## src/pcdb_consts.svh

```systemverilog
// Register map, field layout, reset values and bus codes of the divider bank
`ifndef PCDB_CONSTS_SVH
`define PCDB_CONSTS_SVH

// ----------------------------------------------------------------------------
// Register byte offsets
// ----------------------------------------------------------------------------
`define PCDB_OFS_MAIN_DIV3 8'h00
`define PCDB_OFS_MAIN_DIV4 8'h04
`define PCDB_OFS_MAIN_DIV5 8'h08
`define PCDB_OFS_MAIN_DIV6 8'h0c
`define PCDB_OFS_MAIN_DIV7 8'h10
`define PCDB_OFS_AUX_DIV3 8'h14
`define PCDB_OFS_OBS_DIV 8'h18
`define PCDB_OFS_GATE_CTRL 8'h1c
`define PCDB_OFS_STATUS 8'h20

// ----------------------------------------------------------------------------
// Channel indices and field layout
// ----------------------------------------------------------------------------
`define PCDB_NUM_CH 7
`define PCDB_CH_AUX3 5
`define PCDB_CH_OBS 6
`define PCDB_RATIO_MSB 4
`define PCDB_RATIO_LSB 0
`define PCDB_EN_BIT 15
`define PCDB_GATE_OBS_BIT 1
`define PCDB_STAT_LEVEL_LSB 0
`define PCDB_STAT_PEND_LSB 16

// ----------------------------------------------------------------------------
// Reset values
// ----------------------------------------------------------------------------
`define PCDB_RST_RATIO_D3 5'h02
`define PCDB_RST_RATIO_D4 5'h03
`define PCDB_RST_RATIO_D5 5'h02
`define PCDB_RST_RATIO_D6 5'h00
`define PCDB_RST_RATIO_D7 5'h05
`define PCDB_RST_RATIO_OBS 5'h00
`define PCDB_RST_EN_SYS 1'b1
`define PCDB_RST_EN_OBS 1'b0
`define PCDB_RST_GATE_OBS 1'b0
`define PCDB_ZERO_RATIO 5'h00
`define PCDB_CNT_ONE 5'h01
`define PCDB_HALF_ONE 6'h01

// ----------------------------------------------------------------------------
// Avalon-MM response codes
// ----------------------------------------------------------------------------
`define PCDB_RESP_OK 2'h0
`define PCDB_RESP_DECERR 2'h3
`define PCDB_WORD_ZERO 32'h0000_0000

`endif

```

## src/pcdb_pkg.sv

```systemverilog
// Types shared by the divider bank modules
package pcdb_pkg;

  typedef struct packed {
    logic en;
    logic [4:0] ratio;
  } pcdb_div_cfg_t;

  typedef struct packed {
    logic [7:0] addr;
    logic rd;
    logic wr;
    logic [31:0] wdata;
    logic [3:0] be;
  } pcdb_bus_req_t;

  typedef enum logic {
    pcdb_st_idle,
    pcdb_st_ack
  } pcdb_bus_state_t;

endpackage

```

## src/pcdb_clock_output_pin.sv

```systemverilog
// Output stage that drives the observation clock onto the clock output pin
`timescale 1ns/10ps
`default_nettype none

module pcdb_clock_output_pin (
  input wire logic ref_clk_i,
  input wire logic sys_rst_i,
  input wire logic obs_clk_i,
  output logic pin_o
);

  logic pin_r;

  // Final flop keeps pin free of combinational hazards
  always_ff @(posedge ref_clk_i) begin
    if (sys_rst_i) begin
      pin_r <= 1'b0;
    end else begin
      pin_r <= obs_clk_i;
    end
  end

  assign pin_o = pin_r;

endmodule
`default_nettype wire

```

## src/pcdb_div.sv

```systemverilog
// One glitch-free programmable divider clocked by the reference clock
`timescale 1ns/10ps
`default_nettype none
`include "pcdb_consts.svh"

module pcdb_div (
  input wire logic ref_clk_i,
  input wire logic sys_rst_i,
  input wire logic src_i,
  input wire pcdb_pkg::pcdb_div_cfg_t cfg_i,
  output logic clk_o,
  output logic pending_o
);

  logic src_q_r;
  logic [4:0] cnt_r, cnt_nxt;
  logic [4:0] act_r, act_nxt;
  logic en_r, en_nxt;
  logic out_r, out_nxt;
  wire logic rise = src_i & ~src_q_r;
  wire logic wrap = (cnt_r == act_r);
  wire logic [5:0] half = ({1'b0, act_nxt} + `PCDB_HALF_ONE) >> 1;

  // --------------------------------------------------------------------------
  // Period counter; new settings load only at a period boundary
  // --------------------------------------------------------------------------
  always_comb begin
    cnt_nxt = cnt_r;
    act_nxt = act_r;
    en_nxt = en_r;
    if (rise) begin
      if (wrap) begin
        cnt_nxt = `PCDB_ZERO_RATIO;
        act_nxt = cfg_i.ratio;
        en_nxt = cfg_i.en;
      end else begin
        cnt_nxt = cnt_r + `PCDB_CNT_ONE;
      end
    end
    out_nxt = out_r;
    if (!en_nxt) begin
      out_nxt = 1'b0;
    end else if (act_nxt == `PCDB_ZERO_RATIO) begin
      out_nxt = src_i;
    end else if (rise) begin
      out_nxt = ({1'b0, cnt_nxt} < half);
    end
  end

  always_ff @(posedge ref_clk_i) begin
    if (sys_rst_i) begin
      src_q_r <= 1'b0;
      cnt_r <= `PCDB_ZERO_RATIO;
      act_r <= `PCDB_ZERO_RATIO;
      en_r <= 1'b0;
      out_r <= 1'b0;
    end else begin
      src_q_r <= src_i;
      cnt_r <= cnt_nxt;
      act_r <= act_nxt;
      en_r <= en_nxt;
      out_r <= out_nxt;
    end
  end

  assign clk_o = out_r;
  assign pending_o = (act_r != cfg_i.ratio) | (en_r != cfg_i.en);

endmodule
`default_nettype wire

```

## src/pcdb_top.sv

```systemverilog
// Post-PLL divider bank with its Avalon-MM register slave
//
// Contract
// - Each divider divides its input by its 5-bit ratio field plus one.
// - Bit 15 of each system divider register enables it; zero disables.
// - Divider 3 of main and aux controllers resets to ratio 2.
// - Main divider 4 resets to ratio 3.
// - Main divider 5 resets to ratio 2.
// - Main divider 6 resets to ratio 0, passing the PLL clock.
// - Main divider 7 resets to ratio 5.
// - Main dividers 3-7 make main clocks 3-7; aux divider 3 makes aux clock 3.
// - Observation divider divides the selected observation source clock.
// - Observation clock drives the clock output pin directly; the code passes it through one more ref_clk_i flop, one cycle late.
// - Observation clock toggles only when its divider and gate enables are set.
// - Observation divider has enable bit 15, ratio bits 4-0; zero passes through.
//
// Local design decisions: the placing of the registers and the Avalon-MM slave port.
`timescale 1ns/10ps
`default_nettype none
`include "pcdb_consts.svh"

module pcdb_top (
  input wire logic ref_clk_i,
  input wire logic sys_rst_i,
  input wire logic pll_main_clk_i,
  input wire logic pll_aux_clk_i,
  input wire logic obs_src_clk_i,
  input wire logic [7:0] avs_address_i,
  input wire logic avs_read_i,
  input wire logic avs_write_i,
  input wire logic [31:0] avs_writedata_i,
  input wire logic [3:0] avs_byteenable_i,
  output logic [31:0] avs_readdata_o,
  output logic avs_waitrequest_o,
  output logic [1:0] avs_response_o,
  output logic main_system_clock3_o,
  output logic main_system_clock4_o,
  output logic main_system_clock5_o,
  output logic main_system_clock6_o,
  output logic main_system_clock7_o,
  output logic aux_system_clock3_o,
  output logic clock_output_pin_o
);

  // --------------------------------------------------------------------------
  // Helper functions
  // --------------------------------------------------------------------------
  // Divider register image; reserved bits always zero
  function automatic logic [31:0] ctrl_image(input pcdb_pkg::pcdb_div_cfg_t cfg);
    logic [31:0] img;
    img = `PCDB_WORD_ZERO;
    img[`PCDB_EN_BIT] = cfg.en;
    img[`PCDB_RATIO_MSB:`PCDB_RATIO_LSB] = cfg.ratio;
    return img;
  endfunction

  // Offset to channel index; returns NUM_CH when no divider is hit
  function automatic logic [2:0] ch_index(input logic [7:0] addr);
    logic [2:0] idx;
    idx = 3'(`PCDB_NUM_CH);
    case (addr)
      `PCDB_OFS_MAIN_DIV3: idx = 3'h0;
      `PCDB_OFS_MAIN_DIV4: idx = 3'h1;
      `PCDB_OFS_MAIN_DIV5: idx = 3'h2;
      `PCDB_OFS_MAIN_DIV6: idx = 3'h3;
      `PCDB_OFS_MAIN_DIV7: idx = 3'h4;
      `PCDB_OFS_AUX_DIV3: idx = 3'(`PCDB_CH_AUX3);
      `PCDB_OFS_OBS_DIV: idx = 3'(`PCDB_CH_OBS);
      default: idx = 3'(`PCDB_NUM_CH);
    endcase
    return idx;
  endfunction

  // Reset configuration of one channel
  function automatic pcdb_pkg::pcdb_div_cfg_t rst_cfg(input int ch);
    pcdb_pkg::pcdb_div_cfg_t c;
    c.en = `PCDB_RST_EN_SYS;
    case (ch)
      0: c.ratio = `PCDB_RST_RATIO_D3;
      1: c.ratio = `PCDB_RST_RATIO_D4;
      2: c.ratio = `PCDB_RST_RATIO_D5;
      3: c.ratio = `PCDB_RST_RATIO_D6;
      4: c.ratio = `PCDB_RST_RATIO_D7;
      `PCDB_CH_AUX3: c.ratio = `PCDB_RST_RATIO_D3;
      default: begin
        c.ratio = `PCDB_RST_RATIO_OBS;
        c.en = `PCDB_RST_EN_OBS;
      end
    endcase
    return c;
  endfunction

  // --------------------------------------------------------------------------
  // Bus request capture and decode
  // --------------------------------------------------------------------------
  pcdb_pkg::pcdb_bus_req_t req;
  pcdb_pkg::pcdb_bus_state_t state_r, state_nxt;
  logic wait_r, wait_nxt;
  logic [31:0] rdata_r, rdata_nxt;
  logic [1:0] resp_r, resp_nxt;

  // One driver for the whole struct; field order follows the package
  assign req = {avs_address_i, avs_read_i, avs_write_i, avs_writedata_i, avs_byteenable_i};

  wire logic [2:0] sel_ch = ch_index(req.addr);
  wire logic hit_div = (sel_ch != 3'(`PCDB_NUM_CH));
  wire logic hit_gate = (req.addr == `PCDB_OFS_GATE_CTRL);
  wire logic hit_stat = (req.addr == `PCDB_OFS_STATUS);
  wire logic hit_any = hit_div | hit_gate | hit_stat;
  wire logic req_any = req.rd | req.wr;
  // Commit happens on the edge that sees waitrequest low
  wire logic commit = (state_r == pcdb_pkg::pcdb_st_ack) & req.wr;
  wire logic wr_ratio = commit & req.be[0];
  wire logic wr_en = commit & req.be[1];

  // --------------------------------------------------------------------------
  // Configuration storage
  // --------------------------------------------------------------------------
  pcdb_pkg::pcdb_div_cfg_t cfg_r [`PCDB_NUM_CH];
  pcdb_pkg::pcdb_div_cfg_t cfg_nxt [`PCDB_NUM_CH];
  logic gate_obs_r, gate_obs_nxt;

  always_comb begin
    for (int i = 0; i < `PCDB_NUM_CH; i++) begin
      cfg_nxt[i] = cfg_r[i];
      if (hit_div && (sel_ch == 3'(i))) begin
        if (wr_ratio) begin
          cfg_nxt[i].ratio = req.wdata[`PCDB_RATIO_MSB:`PCDB_RATIO_LSB];
        end
        if (wr_en) begin
          cfg_nxt[i].en = req.wdata[`PCDB_EN_BIT];
        end
      end
    end
  end

  assign gate_obs_nxt = (hit_gate && commit && req.be[0]) ? req.wdata[`PCDB_GATE_OBS_BIT] : gate_obs_r;

  always_ff @(posedge ref_clk_i) begin
    for (int i = 0; i < `PCDB_NUM_CH; i++) begin
      if (sys_rst_i) begin
        cfg_r[i] <= rst_cfg(i);
      end else begin
        cfg_r[i] <= cfg_nxt[i];
      end
    end
  end

  always_ff @(posedge ref_clk_i) begin
    if (sys_rst_i) begin
      gate_obs_r <= `PCDB_RST_GATE_OBS;
    end else begin
      gate_obs_r <= gate_obs_nxt;
    end
  end

  // --------------------------------------------------------------------------
  // Divider channels
  // --------------------------------------------------------------------------
  logic [`PCDB_NUM_CH-1:0] ch_src;
  logic [`PCDB_NUM_CH-1:0] ch_clk;
  logic [`PCDB_NUM_CH-1:0] ch_pend;
  pcdb_pkg::pcdb_div_cfg_t ch_cfg [`PCDB_NUM_CH];

  always_comb begin
    for (int i = 0; i < `PCDB_NUM_CH; i++) begin
      ch_src[i] = pll_main_clk_i;
      ch_cfg[i] = cfg_r[i];
    end
    ch_src[`PCDB_CH_AUX3] = pll_aux_clk_i;
    ch_src[`PCDB_CH_OBS] = obs_src_clk_i;
    // Gate joins the enable so it also switches only at a period boundary
    ch_cfg[`PCDB_CH_OBS].en = cfg_r[`PCDB_CH_OBS].en & gate_obs_r;
  end

  for (genvar g = 0; g < `PCDB_NUM_CH; g++) begin : g_ch
    pcdb_div u_div (
      .ref_clk_i(ref_clk_i),
      .sys_rst_i(sys_rst_i),
      .src_i(ch_src[g]),
      .cfg_i(ch_cfg[g]),
      .clk_o(ch_clk[g]),
      .pending_o(ch_pend[g])
    );
  end

  pcdb_clock_output_pin u_clock_output_pin (
    .ref_clk_i(ref_clk_i),
    .sys_rst_i(sys_rst_i),
    .obs_clk_i(ch_clk[`PCDB_CH_OBS]),
    .pin_o(clock_output_pin_o)
  );

  // Divider outputs are flop outputs inside each channel
  assign main_system_clock3_o = ch_clk[0];
  assign main_system_clock4_o = ch_clk[1];
  assign main_system_clock5_o = ch_clk[2];
  assign main_system_clock6_o = ch_clk[3];
  assign main_system_clock7_o = ch_clk[4];
  assign aux_system_clock3_o = ch_clk[`PCDB_CH_AUX3];

  // --------------------------------------------------------------------------
  // Read-back
  // --------------------------------------------------------------------------
  logic [31:0] stat_word;
  logic [31:0] gate_word;
  logic [31:0] rd_mux;

  always_comb begin
    stat_word = `PCDB_WORD_ZERO;
    stat_word[`PCDB_STAT_LEVEL_LSB +: `PCDB_NUM_CH] = ch_clk;
    // Pending: written setting not yet taken up at a period boundary
    stat_word[`PCDB_STAT_PEND_LSB +: `PCDB_NUM_CH] = ch_pend;
    gate_word = `PCDB_WORD_ZERO;
    gate_word[`PCDB_GATE_OBS_BIT] = gate_obs_r;
  end

  always_comb begin
    rd_mux = `PCDB_WORD_ZERO;
    if (hit_div) begin
      rd_mux = ctrl_image(cfg_r[sel_ch]);
    end else if (hit_gate) begin
      rd_mux = gate_word;
    end else if (hit_stat) begin
      rd_mux = stat_word;
    end
  end

  // --------------------------------------------------------------------------
  // Avalon-MM handshake: one wait cycle, then answer
  // --------------------------------------------------------------------------
  always_comb begin
    state_nxt = state_r;
    wait_nxt = wait_r;
    rdata_nxt = rdata_r;
    resp_nxt = resp_r;
    case (state_r)
      pcdb_pkg::pcdb_st_idle: begin
        if (req_any) begin
          state_nxt = pcdb_pkg::pcdb_st_ack;
          wait_nxt = 1'b0;
          rdata_nxt = req.rd ? rd_mux : `PCDB_WORD_ZERO;
          resp_nxt = hit_any ? `PCDB_RESP_OK : `PCDB_RESP_DECERR;
        end
      end
      pcdb_pkg::pcdb_st_ack: begin
        state_nxt = pcdb_pkg::pcdb_st_idle;
        wait_nxt = 1'b1;
      end
      default: begin
        state_nxt = pcdb_pkg::pcdb_st_idle;
        wait_nxt = 1'b1;
      end
    endcase
  end

  always_ff @(posedge ref_clk_i) begin
    if (sys_rst_i) begin
      state_r <= pcdb_pkg::pcdb_st_idle;
      wait_r <= 1'b1;
      rdata_r <= `PCDB_WORD_ZERO;
      resp_r <= `PCDB_RESP_OK;
    end else begin
      state_r <= state_nxt;
      wait_r <= wait_nxt;
      rdata_r <= rdata_nxt;
      resp_r <= resp_nxt;
    end
  end

  assign avs_waitrequest_o = wait_r;
  assign avs_readdata_o = rdata_r;
  assign avs_response_o = resp_r;

endmodule
`default_nettype wire

```

## config.mk

```make
export PLATFORM = sky130hd
export DESIGN_NAME = pcdb_top
export DESIGN_NICKNAME = d
export VERILOG_FILES = /design/src/pcdb_pkg.sv /design/src/pcdb_clock_output_pin.sv /design/src/pcdb_div.sv /design/src/pcdb_top.sv
export VERILOG_INCLUDE_DIRS = /design/src
export SDC_FILE = /design/constraint.sdc
export NUM_CORES = 1
export LEC_CHECK = 0
export BUFFER_PORTS_ARGS = -buffer_cell sky130_fd_sc_hd__buf_2
export CELL_PAD_IN_SITES_DETAIL_PLACEMENT = 1
export CELL_PAD_IN_SITES_GLOBAL_PLACEMENT = 2
export CORE_MARGIN = 5
export CORE_UTILIZATION = 30
export CTS_BUF_LIST = sky130_fd_sc_hd__clkbuf_16
export CTS_CLUSTER_DIAMETER = 60
export DETAILED_ROUTE_END_ITERATION = 6
export GPL_ROUTABILITY_DRIVEN = 1
export PLACE_DENSITY = 0.81
export SETUP_SLACK_MARGIN = 0.05
export SYNTH_ARGS = -nofsm -noshare
export SYNTH_HDL_FRONTEND = slang
export SYNTH_SLANG_ARGS = --single-unit
```

## constraint.sdc

```tcl
create_clock -name ref_clk_i -period 7.96 [get_ports ref_clk_i]
set_clock_uncertainty 0.15 [all_clocks]
set_input_delay 1.592 -clock ref_clk_i [delete_from_list [all_inputs] [get_ports ref_clk_i]]
set_output_delay 1.592 -clock ref_clk_i [all_outputs]
set_load 0.01 [all_outputs]
```

# Word-level counts from Yosys, hierarchy flattened
# Memory sizes are Yosys's and may differ from the RTL's.
# Index checks and enable logic that the tools add are counted.
# W data, S select, Z words.
[classes]
addsub = 14
mul = 0
n_div = 0
n_lt_le_gt_ge = 7
eq_ne = 37
shifts = 0
n_mux = 103
n_bitwise = 35
reduce_logical = 33
[ops]
columns = ["cell", "count"]
rows = [
  ["$mux W5", 39],
  ["$mux W6", 15],
  ["$mux W23", 3],
  ["$add A5 B1 Y6 const B", 7],
  ["$mux W1", 41],
  ["$add A5 B1 Y5 const B", 7],
  ["$eq A5 B5 Y1", 7],
  ["$logic_not A5 Y1", 7],
  ["$lt A5 B5 Y1", 7],
  ["$ne A5 B5 Y1", 7],
  ["$eq A8 B5 Y1 const B", 4],
  ["$mux W32", 1],
  ["$pmux W3 S7", 1],
  ["$or A1 B1 Y1", 17],
  ["$eq A8 B4 Y1 const B", 2],
  ["$reduce_bool A2 Y1", 7],
  ["$reduce_or A2 Y1", 7],
  ["$not A1 Y1", 11],
  ["$eq A3 B3 Y1 const B", 3],
  ["$logic_and A1 B1 Y1", 9],
  ["$eq A8 B3 Y1 const B", 1],
  ["$eq A8 B6 Y1 const B", 1],
  ["$logic_not A8 Y1", 1],
  ["$and A1 B1 Y1", 7],
  ["9 further kinds", 17],
]
[totals]
register_bits = 125
latchBits = 0
ram_bits = 42
mem_bits_ro = 0
in_bits = 51
output_inout_bits = 42
elab_cells = 267
memories = 1
[mem_list]
columns = ["memory", "words", "width", "read_ports", "rd_clocked_by_memory_dff", "write_ports", "line_no", "text"]
rows = [
  ["cfg_r", 7, 6, 8, 0, 7, "pcdb_top.sv:119", "pcdb_pkg::pcdb_div_cfg_t cfg_r [`PCDB_NUM_CH];"],
]

# Longest topological paths before layout
# An unclocked memory read counts as a cell.
[depth]
ltp_word = 8
mapped_depth = 18
ltp_nobuf = 16

# Hierarchy
# Synthesis repeated with hierarchy kept, for this count alone.
[hier_totals]
hier_cells = 1166
area_unflattened_um2 = 10045.9
[by_module_without_submodules]
columns = ["module", "instances", "cells_each", "area_per_inst_um2", "seq_area_each_um2"]
rows = [
  ["pcdb_div (g_ch[0].u_div ...)", 5, 121, 997.2, 260.2],
  ["pcdb_top", 1, 303, 2972.9, 1221.2],
  ["pcdb_div (g_ch[3].u_div)", 1, 134, 1068.5, 260.2],
  ["pcdb_div (g_ch[6].u_div)", 1, 122, 984.7, 260.2],
  ["pcdb_clock_output_pin", 1, 2, 33.8, 20.0],
]

# Worst setup path before layout
# Ideal clock, no wire load.
[synth_path]
path_kind = "input-to-reg"
from = "input port pll_main_clk_i"
to = "register g_ch[1].u_div.out_r"
setup_ns = 0.059
t_arrival_ns = 4.265
required_ns = 7.751
setup_slack_ns = 3.486
cell_stages = 17
n_path_buf = 2
path_cell_list = "nor2b_1 -> buf_2 -> nand3_1 -> buf_2 -> mux2i_1 -> inv_1 -> ha_1 -> nand3_1 -> nor2_1 -> a41oi_1 -> xnor2_1 -> ha_1 -> a21o_1 -> a211oi_1 -> o21ai_0 -> o221ai_1 -> and2_1"
[synth_between]
elab_chain_len = 6
[synth_lines]
columns = ["item", "line_no", "text"]
rows = [
  ["start, declared", "pcdb_top.sv:25", "input wire logic pll_main_clk_i,"],
  ["$and A1 B1 Y1 (*)", "-", ""],
  ["$mux W5 (*)", "pcdb_div.sv:31", "if (rise) begin"],
  ["net g_ch[1].u_div.act_nxt[0]", "pcdb_div.sv:17", "logic [4:0] act_r, act_nxt;"],
  ["$add A5 B1 Y6 (no source line)", "-", ""],
  ["$lt A5 B5 Y1", "pcdb_div.sv:46", "out_nxt = ({1'b0, cnt_nxt} < half);"],
  ["$mux W1", "pcdb_div.sv:45", "end else if (rise) begin"],
  ["$mux W1", "pcdb_div.sv:43", "end else if (act_nxt == `PCDB_ZERO_RATIO) begin"],
  ["end signal, assigned", "pcdb_div.sv:62", "out_r <= out_nxt;"],
  ["end, declared", "pcdb_div.sv:19", "logic out_r, out_nxt;"],
]
# The timed path passes the listed nets; every way through them passes the cells marked *. The select of a mux whose other input is x is not followed.
# A chain may end at the register's enable or synchronous reset.

# Final worst setup path
# Same ends and word-level chain as after synthesis.

==> results.cfg <==
[run_status]
status = finished clean

[power_and_ir_drop]
ir_drop_mv = 0.1139
pwr_density_cell_nw_per_um2 = 181.5
total_power_mw = 1.894
p_leak_nw = 4.446

[clock_tree]
cts_setup_buffers = 0
cts_sinks = 149
cts.htree.levels = 4
clk_pin_slew_ps = 60
clockBufferDepth = 2
numCtsBuffers = 17
worstSkewPairLatency_ps = 430
cts_resized = 0
cts-root-buf = clkbuf_16
hold_buffers = 0
cts_tree = yes

[routing]
avgRoutedWirePerCell_um = 17.70
viasPerCell = 5.213
drt_wl_total_mm = 27.61
drt-initial-drc-count = 423
first_pass_iters = 5
vias = 8133
drc = 0
ant_nets = 0

[setup_path]
crit_path_end_kind = flip-flop
startpoint = pll_main_clk_i
cp.required_ps = 8180
r2r-start = g_ch[1].u_div.act_r[3]
reg2reg_slack_ps = 3930
critPathKind = in2reg
crit_arrival_ps = 5350
crit_path_max_fanout = 26
start_kind = input pin
worstRegToRegCells = 16
endpoint = g_ch[1].u_div.clk_o
reg2reg_to = g_ch[1].u_div.clk_o

[timing]
rsz0062_at_grt = false
finalCritPeriodShare_pct = 64.45
hold_viol_final = 0
tightest_slew_ps = 873.9
maxSlewViolCount = 0
fmax_mhz = 194.9
setup_ws_ps = 2830
post-route-min-period_ps = 5130
finalSetupViolations = 0
relSlewSlack_pct = 41.74
setup_total_negative_slack_ps = 0

[final_layout]
fin_nets = 1238
drive_gt1_share_pct = 9.758
area_growth_pct = 9.492
layout_commonest_cell = dfxtp_1
layout_common_cells = 149 x dfxtp_1, 129 x nor2_1, 100 x nand2_1
diodes = 0
design_area_um2 = 10440

[global_routing]
gr-usage-all-layers_pct = 15.44
overflow = 0
grt_max_degree = 76
grt_pass1_vias = 8134
grt_pass1_wl_mm = 44.71
antenna_found_initial = 0

[place]
dp_hpwl_mm = 19.90
portBuffers = 47
pre_cts_slack_ps = 2381
placedInstanceArea_um2 = 9798
place_congestion = 0.8197

[logic_synthesis]
ys_async_sr_fraction_pct = 0
ys_top_cells_by_area = dfxtp_1 31%, mux2i_1 7.1%, xor2_1 7.1%
synth_top_cell_area_share_pct = 31.30
synth-compound-area-share_pct = 12.63
synth_ff_type = dfxtp_1
yosys.area_share.simple_pct = 24.69
syn_area_um2 = 9530
synth-edff-count = 0
synthCells = 1171
synthXorXnorAreaFrac_pct = 11.34
ys_types = 69
yosysWarnings = 0
synthMuxAreaShare_pct = 7.930
synth_fa_ha_area_share_pct = 5.383
synth-seq-area-share_pct = 31.30
ys_ff_latch = 149
synth_top_family_by_area = simple AND/OR/NAND/NOR gates
avgSynthCellArea_um2 = 8.139
yosysTopAreaCell = dfxtp_1

[job]
drv_cap = 0

[floorplan]
io_pins = 93
chipWidth_um = 188.2
die_area_um2 = 35430
die_y_um = 188.2
start_util_pct = 30.28
coreArea_um2 = 31470
rows = 65

[hold_path]
hp-class = reg2reg
sequential cells by signal, indices dropped and copies added, names as in the netlist, 3 cells and up:
name                count
avs_readdata_o         15
g_ch.u_div.en_r         7
g_ch.u_div.clk_o        7
g_ch.u_div.act_r       35
g_ch.u_div.src_q_r      3
cfg_r                  42
g_ch.u_div.cnt_r       35
synth_stat cells, drive strengths merged, types with 12 or more instances:
cell	n
nor2	132
nand2	103
nor3	27
ha	41
nand4	20
a21oi	72
xnor2	43
clkbuf	50
o21ai	33
mux2i	68
dfxtp	149
a31oi	12
nand3	75
inv	19
xor2	77
nor4	15
buf	61
nor2b	37
cells by family (layout without fill, tap and decap cells):
logic type | count (synthesis) | count (layout)
AO/OA/AOI/OAI | 190 | 190
XOR/XNOR | 120 | 120
adder cells (fa/ha/maj) | 41 | 41
buffers and inverters | 130 | 101
flip-flops | 149 | 149
multiplexers | 73 | 73
other | 1 | 17
AND/OR/NAND/NOR | 467 | 467
per-layer routing:
layer	part of all wire [%]	up-vias	track usage, %
met3	3.7	21	2.557
met1	49	3978	21.59
met2	46	147	25.08
met4	1.2	0	3.473
li1	-	3987	-
met5	0	-	0
final cells by class:
type                       instances  area (µm²)
multi-input combinational        908        5973
tap                              402       503.0
clock buffer                      17       425.4
sequential                       149        2983
clock inverter                    14       211.5
inverter                          19       71.32
fill                            3708       21040
timing repair buffer              51       267.8
critical path, cell delays in order:
cell and delay, ps:
buf_2 250, nor2b_2 190, buf_4 320, nand3_1 550
mux2i_1 450, inv_1 80, ha_1 240, nand3_1 90
nor2_1 40, a41oi_1 270, xnor2_1 160, ha_1 260
a21o_1 160, a211oi_1 230, o21ai_0 120, o221ai_1 190
and2_1 160
report_power, final:
group          leakage [nW]  total [mW]  switching, mW  internal [mW]
combinational          2.95       0.223          0.141         0.0817
sequential             1.21       0.785         0.0234          0.761
clock                 0.292       0.886          0.334          0.552
total                  4.45        1.89          0.499           1.40
worst min path at each step:
stage / startpoint / to / slack (ps) / depth (start not counted)
after floorplan: g_ch[6].u_div.clk_o / u_clock_output_pin.pin_o / 310 / 1
after global placement: avs_readdata_o[22] / avs_readdata_o[22] / 290 / 2
after detailed placement: avs_readdata_o[15] / avs_readdata_o[15] / 300 / 2
after CTS: avs_readdata_o[15] / avs_readdata_o[15] / 310 / 2
after global routing: avs_waitrequest_o / avs_waitrequest_o / 330 / 1
final: avs_readdata_o[15] / avs_readdata_o[15] / 300 / 2
through the flow:
stage               cells  hold slack, ps  util, %
global placement     1529           291.2    31.13
global route         1560           329.7    33.15
detailed placement   1529           297.1    31.13
floorplan            1187           314.0        -
finish               1560           304.4    33.15
CTS                  1560           310.6    33.15
No activity file was read; power rests on OpenSTA's default activity.
